<file path="src/pin_request_pkg.sv">
package pin_request_pkg;
	// Register port geometry
	localparam int ADDR_W = 8;
	localparam int DATA_W = 8;

	// Register offsets
	localparam logic [7:0] OFF_STATUS_CONTROL = 8'h00;
	localparam logic [7:0] OFF_EVENT_STATUS   = 8'h01;
	localparam logic [7:0] OFF_EVENT_MASK     = 8'h02;
	localparam logic [7:0] OFF_PIN_VIEW       = 8'h03;

	// Field positions of the status and control register
	localparam int BIT_MODE   = 0;
	localparam int BIT_IE     = 1;
	localparam int BIT_ACK    = 2;
	localparam int BIT_FLAG   = 3;
	localparam int BIT_PE     = 4;
	localparam int BIT_EDG    = 5;
	localparam int BIT_PDD    = 6;

	// Field positions of the event status and mask registers
	localparam int EVT_W        = 2;
	localparam int EVT_RAISED   = 0;
	localparam int EVT_REFUSED  = 1;

	// Field positions of the pin view register
	localparam int VIEW_SYNC    = 0;
	localparam int VIEW_ACTIVE  = 1;

	// Reset values
	localparam logic       RST_CTRL_BIT = 1'b0;
	localparam logic [1:0] RST_EVT      = 2'h0;
	localparam logic [7:0] RST_RDATA    = 8'h00;
	localparam logic       RST_PIN_IDLE = 1'b1;

	// Request flag states, Gray coded along idle, pending, held
	typedef enum logic [1:0] {
		FLAG_IDLE    = 2'h0,
		FLAG_PENDING = 2'h1,
		FLAG_HELD    = 2'h3
	} flag_state_e;
endpackage

</file>
<file path="src/detect_if.sv">
`timescale 1ns/1ps
// Pin sample, sense selection and detection results
interface detect_if;
	logic sample;
	logic polarity;
	logic edge_seen;
	logic level_active;

	modport detector (
		input  sample,
		input  polarity,
		output edge_seen,
		output level_active
	);

	modport owner (
		output sample,
		output polarity,
		input  edge_seen,
		input  level_active
	);
endinterface

</file>
<file path="src/pin_request.sv">
// The strobed register port and the address map are this design's own decisions.
`timescale 1ns/1ps
module pin_request (
	input  wire logic                               clk,
	input  wire logic                               resetn,
	input  wire logic                               irq_pin,
	input  wire logic [pin_request_pkg::ADDR_W-1:0] addr,
	input  wire logic [pin_request_pkg::DATA_W-1:0] wdata,
	input  wire logic                               wr,
	input  wire logic                               rd,
	output logic      [pin_request_pkg::DATA_W-1:0] rdata,
	output logic                                    pull_enable,
	output logic                                    pull_select_down,
	output logic                                    pin_request_irq,
	output logic                                    event_irq
);

	// Control bits of the status and control register
	logic                              pull_device_disable;
	logic                              active_polarity_select;
	logic                              pin_function_enable;
	logic                              request_interrupt_enable;
	logic                              detection_mode_select;

	// Flag state and its next value
	pin_request_pkg::flag_state_e      flag_state;
	pin_request_pkg::flag_state_e      next_flag_state;
	logic                              request_event_flag;

	// Sticky event status and its mask
	logic [pin_request_pkg::EVT_W-1:0] evt_status;
	logic [pin_request_pkg::EVT_W-1:0] evt_mask;
	logic [pin_request_pkg::EVT_W-1:0] evt_set;
	logic [pin_request_pkg::EVT_W-1:0] evt_clear;

	// Pin path
	logic                              pin_synced;
	logic                              edge_seen;
	logic                              level_active;

	// Bus decode
	logic                              wr_ctrl;
	logic                              wr_mask;
	logic                              rd_status;
	logic                              request_acknowledge;

	// Detection qualifiers
	logic                              set_request;
	logic                              hold_request;
	logic                              ack_refused;
	logic                              flag_raised;

	detect_if                          det ();

	// Asynchronous pin passes two stages before any logic sees it
	pin_sync #(
		.RST (pin_request_pkg::RST_PIN_IDLE)
	) u_pin_sync (
		.clk    (clk),
		.resetn (resetn),
		.d      (irq_pin),
		.q      (pin_synced)
	);

	// Feed the detector with the sample and the chosen sense
	assign det.sample   = pin_synced;
	assign det.polarity = active_polarity_select;
	assign edge_seen    = det.edge_seen;
	assign level_active = det.level_active;

	sense_detect u_sense_detect (
		.clk    (clk),
		.resetn (resetn),
		.det    (det)
	);

	// Address decode of the plain register port
	assign wr_ctrl   = wr && (addr == pin_request_pkg::OFF_STATUS_CONTROL);
	assign wr_mask   = wr && (addr == pin_request_pkg::OFF_EVENT_MASK);
	assign rd_status = rd && (addr == pin_request_pkg::OFF_EVENT_STATUS);

	// Acknowledge acts only on a written 1
	assign request_acknowledge = wr_ctrl &&
		wdata[pin_request_pkg::BIT_ACK];

	// A qualifying event only counts while the pin function is on
	assign set_request = pin_function_enable &&
		(edge_seen ||
		(detection_mode_select && level_active));

	// Active level in level mode blocks any acknowledge
	assign hold_request = pin_function_enable &&
		detection_mode_select && level_active;

	assign request_event_flag =
		(flag_state != pin_request_pkg::FLAG_IDLE);

	// Flag events for the sticky status register
	assign flag_raised = (flag_state == pin_request_pkg::FLAG_IDLE) &&
		set_request;
	assign ack_refused = request_acknowledge && request_event_flag &&
		(hold_request || set_request);

	// Control bits; flag and acknowledge positions are not stored
	always_ff @(posedge clk or negedge resetn) begin
		if (!resetn) begin
			pull_device_disable      <= pin_request_pkg::RST_CTRL_BIT;
			active_polarity_select   <= pin_request_pkg::RST_CTRL_BIT;
			pin_function_enable      <= pin_request_pkg::RST_CTRL_BIT;
			request_interrupt_enable <= pin_request_pkg::RST_CTRL_BIT;
			detection_mode_select    <= pin_request_pkg::RST_CTRL_BIT;
		end else if (wr_ctrl) begin
			pull_device_disable      <= wdata[pin_request_pkg::BIT_PDD];
			active_polarity_select   <= wdata[pin_request_pkg::BIT_EDG];
			pin_function_enable      <= wdata[pin_request_pkg::BIT_PE];
			request_interrupt_enable <= wdata[pin_request_pkg::BIT_IE];
			detection_mode_select    <= wdata[pin_request_pkg::BIT_MODE];
		end
	end

	// Next flag state; a set in the acknowledge cycle wins
	always_comb begin
		next_flag_state = flag_state;
		unique case (flag_state)
			pin_request_pkg::FLAG_IDLE: begin
				if (hold_request) begin
					next_flag_state = pin_request_pkg::FLAG_HELD;
				end else if (set_request) begin
					next_flag_state = pin_request_pkg::FLAG_PENDING;
				end
			end
			pin_request_pkg::FLAG_PENDING: begin
				if (hold_request) begin
					next_flag_state = pin_request_pkg::FLAG_HELD;
				end else if (request_acknowledge && !set_request) begin
					next_flag_state = pin_request_pkg::FLAG_IDLE;
				end
			end
			pin_request_pkg::FLAG_HELD: begin
				// Acknowledge ignored here; release only drops to pending
				if (!hold_request) begin
					next_flag_state = pin_request_pkg::FLAG_PENDING;
				end
			end
			default: begin
				next_flag_state = pin_request_pkg::FLAG_IDLE;
			end
		endcase
	end

	// Flag state register, written by hardware only
	always_ff @(posedge clk or negedge resetn) begin
		if (!resetn) begin
			flag_state <= pin_request_pkg::FLAG_IDLE;
		end else begin
			flag_state <= next_flag_state;
		end
	end

	// Sticky event sources and their read-clear
	always_comb begin
		evt_set = '0;
		evt_set[pin_request_pkg::EVT_RAISED]  = flag_raised;
		evt_set[pin_request_pkg::EVT_REFUSED] = ack_refused;
		evt_clear = rd_status ? '1 : '0;
	end

	// Set beats the clearing read so no event is lost
	always_ff @(posedge clk or negedge resetn) begin
		if (!resetn) begin
			evt_status <= pin_request_pkg::RST_EVT;
		end else begin
			evt_status <= (evt_status & ~evt_clear) | evt_set;
		end
	end

	// Event mask, same layout as the status
	always_ff @(posedge clk or negedge resetn) begin
		if (!resetn) begin
			evt_mask <= pin_request_pkg::RST_EVT;
		end else if (wr_mask) begin
			evt_mask <= wdata[pin_request_pkg::EVT_W-1:0];
		end
	end

	// Read data valid only in the cycle after the strobe
	always_ff @(posedge clk or negedge resetn) begin
		if (!resetn) begin
			rdata <= pin_request_pkg::RST_RDATA;
		end else if (!rd) begin
			rdata <= pin_request_pkg::RST_RDATA;
		end else begin
			rdata <= pin_request_pkg::RST_RDATA;
			case (addr)
				pin_request_pkg::OFF_STATUS_CONTROL: begin
					rdata[pin_request_pkg::BIT_PDD]  <= pull_device_disable;
					rdata[pin_request_pkg::BIT_EDG]  <= active_polarity_select;
					rdata[pin_request_pkg::BIT_PE]   <= pin_function_enable;
					rdata[pin_request_pkg::BIT_FLAG] <= request_event_flag;
					rdata[pin_request_pkg::BIT_ACK]  <= 1'b0;
					rdata[pin_request_pkg::BIT_IE]   <= request_interrupt_enable;
					rdata[pin_request_pkg::BIT_MODE] <= detection_mode_select;
				end
				pin_request_pkg::OFF_EVENT_STATUS: begin
					rdata[pin_request_pkg::EVT_W-1:0] <= evt_status;
				end
				pin_request_pkg::OFF_EVENT_MASK: begin
					rdata[pin_request_pkg::EVT_W-1:0] <= evt_mask;
				end
				pin_request_pkg::OFF_PIN_VIEW: begin
					rdata[pin_request_pkg::VIEW_SYNC]   <= pin_synced;
					rdata[pin_request_pkg::VIEW_ACTIVE] <= level_active;
				end
				default: begin
					// Unmapped offsets read as zero
					rdata <= pin_request_pkg::RST_RDATA;
				end
			endcase
		end
	end

	// Pull device control; off whenever the pin function is off
	always_ff @(posedge clk or negedge resetn) begin
		if (!resetn) begin
			pull_enable      <= 1'b0;
			pull_select_down <= 1'b0;
		end else begin
			pull_enable      <= pin_function_enable &&
				!pull_device_disable;
			pull_select_down <= pin_function_enable &&
				active_polarity_select;
		end
	end

	// Request line; one cycle behind the flag, cheap and glitch free
	always_ff @(posedge clk or negedge resetn) begin
		if (!resetn) begin
			pin_request_irq <= 1'b0;
		end else begin
			pin_request_irq <= request_event_flag &&
				request_interrupt_enable;
		end
	end

	// Event interrupt level from masked sticky status
	always_ff @(posedge clk or negedge resetn) begin
		if (!resetn) begin
			event_irq <= 1'b0;
		end else begin
			event_irq <= |(evt_status & evt_mask);
		end
	end

endmodule // pin_request

</file>
<file path="src/pin_sync.sv">
`timescale 1ns/1ps
// Two-stage synchroniser for an asynchronous level
module pin_sync #(
	parameter logic RST = 1'b1
) (
	input  wire logic clk,
	input  wire logic resetn,
	input  wire logic d,
	output logic      q
);
	logic meta;

	// First stage feeds only the second
	always_ff @(posedge clk or negedge resetn) begin
		if (!resetn) begin
			meta <= RST;
			q    <= RST;
		end else begin
			meta <= d;
			q    <= meta;
		end
	end
endmodule // pin_sync

</file>
<file path="src/sense_detect.sv">
`timescale 1ns/1ps
// Turns the synchronised pin into active level and active edge
module sense_detect (
	input  wire logic clk,
	input  wire logic resetn,
	detect_if.detector det
);
	logic prev_active;

	// Polarity folds both senses into one active level
	assign det.level_active = det.polarity ? det.sample : ~det.sample;
	assign det.edge_seen    = det.level_active & ~prev_active;

	// Change of polarity may look like an edge; callers accept that
	always_ff @(posedge clk or negedge resetn) begin
		if (!resetn) begin
			prev_active <= 1'b0;
		end else begin
			prev_active <= det.level_active;
		end
	end
endmodule // sense_detect

</file>
<file path="config.mk">
export PLATFORM = sky130hd
export DESIGN_NAME = pin_request
export DESIGN_NICKNAME = d
export VERILOG_FILES = /design/src/pin_request_pkg.sv /design/src/detect_if.sv /design/src/pin_request.sv /design/src/pin_sync.sv /design/src/sense_detect.sv
export SDC_FILE = /design/constraint.sdc
export NUM_CORES = 1
export LEC_CHECK = 0
export BUFFER_PORTS_ARGS = -buffer_cell sky130_fd_sc_hd__buf_2
export CORE_MARGIN = 3
export CORE_UTILIZATION = 43
export CTS_CLUSTER_SIZE = 28
export DETAILED_ROUTE_END_ITERATION = 7
export PLACE_DENSITY = 0.72
export SYNTH_ARGS = -nofsm -noshare
export SYNTH_HDL_FRONTEND = slang
export SYNTH_HIERARCHICAL = 1
export SYNTH_SLANG_ARGS = --single-unit
</file>
<file path="constraint.sdc">
create_clock -name clk -period 1.5 [get_ports clk]
set_clock_uncertainty 0.1 [all_clocks]
set_input_delay 0.3 -clock clk [delete_from_list [all_inputs] [get_ports clk]]
set_output_delay 0.3 -clock clk [all_outputs]
set_load 0.05 [all_outputs]
</file>
Word-level counts from Yosys, hierarchy flattened:

Cells that the tools add are included.

* flip-flop bits (word level): 26
* output and inout bits: 12

* equal/unequal tests: 8
* multiplexer cells: 11
* bitwise gates (word level): 7
* reduce and logical (&&, ||, !) cells: 24

Operator list (count)
* $eq 8x2->1 const B: 2
* $logic_and 1x1->1: 15
* $mux 2: 6
* $eq 8x1->1 const B: 1
* $logic_not 8->1: 1
* $pmux 2 s4: 1
* $mux 7: 1
* $ne 3x3->1 const B: 2
* $pmux 2 s3: 1
* $mux 5: 1
* $and 2x2->2: 2
* $reduce_and 3->1: 1
* $eq 2x1->1 const B: 1
* $eq 2x2->1 const B: 1
* $logic_not 1->1: 2
* $logic_not 2->1: 1
* $logic_or 1x1->1: 2
* $ne 2x2->1 const B: 1
* $not 1->1: 2
* $not 2->2: 1
* $or 2x2->2: 1
* $reduce_bool 2->1: 1
* $reduce_or 2->1: 1
* $and 1x1->1: 1
* $mux 1: 1

Depth between registers and ports, before layout:

* depth in word-level cells: 10
* gate-level depth with buffers: 4
* gate-level depth less buffers: 4

By module:

Netlist, hierarchy kept.

Modules (own cells, without submodules)
* pin_request: times used 1, cells an instance 68, area each 912.1 um^2
* pin_sync: times used 1, cells an instance 2, area each 52.6 um^2
* sense_detect: times used 1, cells an instance 3, area each 42.5 um^2

Worst setup path after synthesis:

OpenSTA, ideal clock, no wires.

* path type: register to register
* from: register u_pin_sync.q
* to: register evt_status[1] (netlist name)
* library setup time: 0.110 ns
* arrival time: 1.244 ns
* required time: 1.290 ns
* setup slack: 0.046 ns
* cell stages (with the launch flop): 5
* clock period less this slack: 1.454 ns
* cells stage by stage: dfstp_2 xnor2_1 and2b_2 o21ai_0 o41ai_1

* longest elaborated chain between the ends: 8

Ends and longest elaborated chain
* from (decl): RTL line pin_sync.sv:9 `output logic q`
* from (signal assigned): RTL line pin_sync.sv:20 `q <= meta;`
* $not 1->1: RTL line sense_detect.sv:11 `assign det.level_active = det.polarity ? det.sample : ~det.sample;`
* $mux 1 *: RTL line sense_detect.sv:11
* named net det.level_active: RTL line detect_if.sv:7 `logic level_active;`
* $and 1x1->1 *: RTL line sense_detect.sv:12 `assign det.edge_seen = det.level_active & ~prev_active;`
* named net det.edge_seen: RTL line detect_if.sv:6 `logic edge_seen;`
* $logic_or 1x1->1 *: RTL line pin_request.sv:88 `(edge_seen ||`
* $logic_and 1x1->1 *: RTL line pin_request.sv:87 `assign set_request = pin_function_enable &&`
* $logic_or 1x1->1 *: RTL line pin_request.sv:102 `(hold_request || set_request);`
* $logic_and 1x1->1 *: RTL line pin_request.sv:101 `assign ack_refused = request_acknowledge && request_event_flag &&`
* $or 2x2->2 *: RTL line pin_request.sv:173 `evt_status <= (evt_status & ~evt_clear) | evt_set;`
* to (signal assigned): RTL line pin_request.sv:171 `evt_status <= pin_request_pkg::RST_EVT;`
* to (signal assigned): RTL line pin_request.sv:173
* to (decl): RTL line pin_request.sv:31 `logic [pin_request_pkg::EVT_W-1:0] evt_status;`

The timed path passes the listed nets; every way through them passes the cells marked *.
A chain may end at the register's enable or synchronous reset.

Worst setup path in the final report:

* from: register u_pin_sync.q
* to: register rdata[1] (netlist name)

* longest elaborated chain between the ends: 4

Ends and longest elaborated chain
* $not 1->1: RTL line sense_detect.sv:11
* $mux 1 *: RTL line sense_detect.sv:11
* named net det.level_active: RTL line detect_if.sv:7
* $pmux 2 s4 *: RTL line pin_request.sv:194 `case (addr)`
* $mux 7 *: RTL line pin_request.sv:190 `end else if (!rd) begin`
* to (signal assigned): RTL line pin_request.sv:189 `rdata <= pin_request_pkg::RST_RDATA;`
* to (signal assigned): RTL line pin_request.sv:191 `rdata <= pin_request_pkg::RST_RDATA;`
* to (signal, indexed assignment): RTL line pin_request.sv:196 `rdata[pin_request_pkg::BIT_PDD] <= pull_device_disable;`
* to (decl): RTL line pin_request.sv:11 `output logic [pin_request_pkg::DATA_W-1:0] rdata,`

Marks and branches as above.

==> impl_results.md <==
* Post-synthesis mux area share at 12.3%
* #FFs+latches synth at 24
* Final Core Density at 62.3%
* Nets at 134
* CP max stage delay at 570 ps
* Pleak at 0.000665 uW
* Largest net degree at the start of global routing at 25
* M2 GR Usage at 26.9%
* Gr ovfl total at 0
* Crit. End Element: flip-flop
* Placed wire-length estimate at 1420 microns
* ANT cells at 0
* Total CTS buffers at 3
* Worst rel slew slack at 65.8%
* Clk pin slew, worst setup/hold paths at 120 ps
* Routed vias at 710
* Final wirelength at 1930 microns
* Final Non-Filler Cells at 139
* Total track usage at 14.8%
* Syn. warnings at 6
* Min-Delay Path Class: in2reg
* Rows at 16
* RSZ-0062 raised after global routing: true
* Area share of fa/ha/maj cells after synthesis at 0%
* Clk pwr share at 27.9%
* PwrDens at 913 nW/um^2
* Root buffer cell: clkbuf_4
* CORE AREA at 2080 sq um
* Worst-Margin Slew at 512 ps
* Synthesized cell area at 1010 sq um
* Commonest non-fill, non-tap cell in the layout: buf_2
* Share of cells above drive strength 1 at 51.8%
* DP Cell Count at 132
* Chip height at 54.4 microns
* DRC Markers at 0
* NetSw at 287 uW
* DRT Pass-1 Iters at 2
* Compound-gate portion of the synthesized area at 4.97%
* Mapped Cells at 73
* CTS tree: done
* Critical Path AT at 1700 ps
* Avg WL per Cell at 13.9 microns
* Initial antenna violation count at 0
* Syn avg cell area at 13.8 sq um
* DR vias/cell at 5.11
* Fillers at 177
* GR Layer Usage met3 at 2.72%
* M1 GR Usage at 17.5%
* Critical path's top delay family: flip-flops
* Final Cycle Share at 106%
* Final setup vio count at 1
* Initial drt markers at 1
* Pint at 897 uW
* Synth Area in XOR/XNOR at 0.870%
* WP data required at 1610 ps
* Longest Clk Path Bufs at 2
* Post-synthesis sequential area ratio at 59.9%
* Largest family of logic cells by synthesized area: simple AND/OR/NAND/NOR gates
* Most frequent cells in the layout: buf_2 (28), dfrtp_1 (22), buf_4 (8)
* H-tree depth at 1
* Startpoint types: flip-flop
* Outcome: complete, but fails checks
* Gr busiest metal: met2
* Total power at 1180 uW
* Peak supply drop at 0.000581 V
* Slowest CP cell: dfstp_2
* Slew Viols, Final at 0
* Post-synthesis cell type count at 27
* Net Sw Frac at 24.3%
* CP cell instances: xnor2_2 > buf_4 > mux4_2 > nor2b_1
* Die Wd at 54.4 microns
* Full die area at 2960 sq um
* Placer Congestion at 0.805
* Bufs and invs on worst path at 1
* Synth Area in Simple Gates at 18.6%
* Max Cap Violations at 0
* Remaining antenna violation count at 0
* Crit path time final at 1590 ps
* Worst setup path class: reg2reg
* Initial Utilization at 48.4%
* Number of port buffers at 28
* I/O pin cnt at 33
* Worst skew pair latency at 310 ps
* CTS sink cnt at 24
* Area delta synth->final at 28.8%
* Worst Slack Setup Final at -85.3 ps
* First-pass GRT wire length at 3130 microns
* Failing checks: negative setup slack
* Crit Path Max Fanout at 4
* Comb pwr share at 13.8%
* Maximum clock rate at 631 MHz
* Reg power frac at 58.3%
* Vias in the first global route at 703
* Fin. Hold Viols at 0
[flip-flops by register name, summed over array words and instances (netlist names), 2 cells and up]
name / flops
evt_status: 2
rdata: 6
flag_state: 2
evt_mask: 2
[through the flow]
| stage | TNS, ps | hold WS (ps) | setup WS [ps] | cell area, sq um |
|---|---|---|---|---|
| after global routing | -210 | 86.0 | -119 | 1300 |
| final | -85.3 | 111 | -85.3 | 1300 |
| after CTS | -147 | 99.3 | -91.6 | 1290 |
| after global placement | -1350 | 192 | -164 | 1210 |
| after detailed placement | -2130 | 201 | -243 | 1210 |
| after floorplan | 0 | -95.6 | 45.9 | 1010 |
[layout make-up]
class	instances	area, sq um	share of cell area (%)
clock buffer	4	36.3	2.80
inverter	2	7.51	0.579
multi-input combinational	44	397	30.6
sequential	24	603	46.5
tap	27	33.8	2.60
timing repair buffer	38	220	17.0
[metal layers]
| layer | up-vias | wire [microns] |
|---|---|---|
| li1 | 338 | - |
| met1 | 353 | 820 |
| met2 | 17 | 1020 |
| met3 | 2 | 73 |
| met4 | 0 | 22 |
| met5 | - | 0 |
[Yosys cell counts]
cell / count / area share [%]
a41o_1: 1 / 0.99
nand4_1: 3 / 1.9
nor4_1: 1 / 0.62
nand4_2: 1 / 1.2
nor2b_1: 5 / 3.1
o21ai_0: 1 / 0.50
mux2_2: 7 / 7.8
nor2_1: 3 / 1.1
o2bb2ai_1: 2 / 1.7
dfrtp_1: 22 / 55
dfstp_2: 2 / 5.2
nor4b_1: 4 / 3.5
clkbuf_1: 2 / 0.75
conb_1: 1 / 0.37
and2b_2: 1 / 0.87
inv_1: 2 / 0.75
nor4_4: 1 / 2.1
nand2b_1: 1 / 0.62
and2_1: 3 / 1.9
xnor2_1: 1 / 0.87
mux4_2: 2 / 4.5
a22o_1: 1 / 0.87
or2_2: 1 / 0.62
buf_4: 2 / 1.5
and3_1: 1 / 0.62
o41ai_1: 1 / 0.87
nand3_1: 1 / 0.50
[kinds of logic after synthesis]
group,count (synthesis)
multiplexers,9
flip-flops,24
AND/OR/NAND/NOR,26
XOR/XNOR,1
buffers and inverters,6
other,1
AO/OA/AOI/OAI,6
[repair_timing]
action | CTS | global route
hold buffers | 2 | 0
setup endpoints to repair | 4 | 4
cloned | 0 | 0
pin swaps | 1 | 1
gates resized for setup | 3 | 1
buffers inserted | 1 | 0
endpoints found under the hold margin | 23 | 0
[power by group through the flow]
| stage | logic (uW) | registers [uW] | clock network, uW |
|---|---|---|---|
| final | 163 | 691 | 330 |
| after CTS | 164 | 691 | 348 |
| after global routing | 178 | 694 | 374 |
| after global placement | 148 | 700 | 0 |
| after floorplan | 71.4 | 716 | 0 |
| after detailed placement | 152 | 702 | 0 |
[final timing paths]
check	depth (start not counted)	end	from	slack, ps
worst min-delay path	2	pull_device_disable$_DFFE_PN0N_	wdata[6]	110
worst min register to register	0	u_pin_sync/q$_DFF_PN1_	u_pin_sync/meta$_DFF_PN1_	270
min in group asynchronous	2	rdata[3]$_DFF_PN0_	resetn	390
max in group asynchronous	2	u_pin_sync/q$_DFF_PN1_	resetn	550
worst max register to register	4	rdata[1]$_DFF_PN0_	u_pin_sync/q$_DFF_PN1_	-90
worst max-delay path	4	rdata[1]$_DFF_PN0_	u_pin_sync/q$_DFF_PN1_	-90
Power figures use the tool's default switching activity.
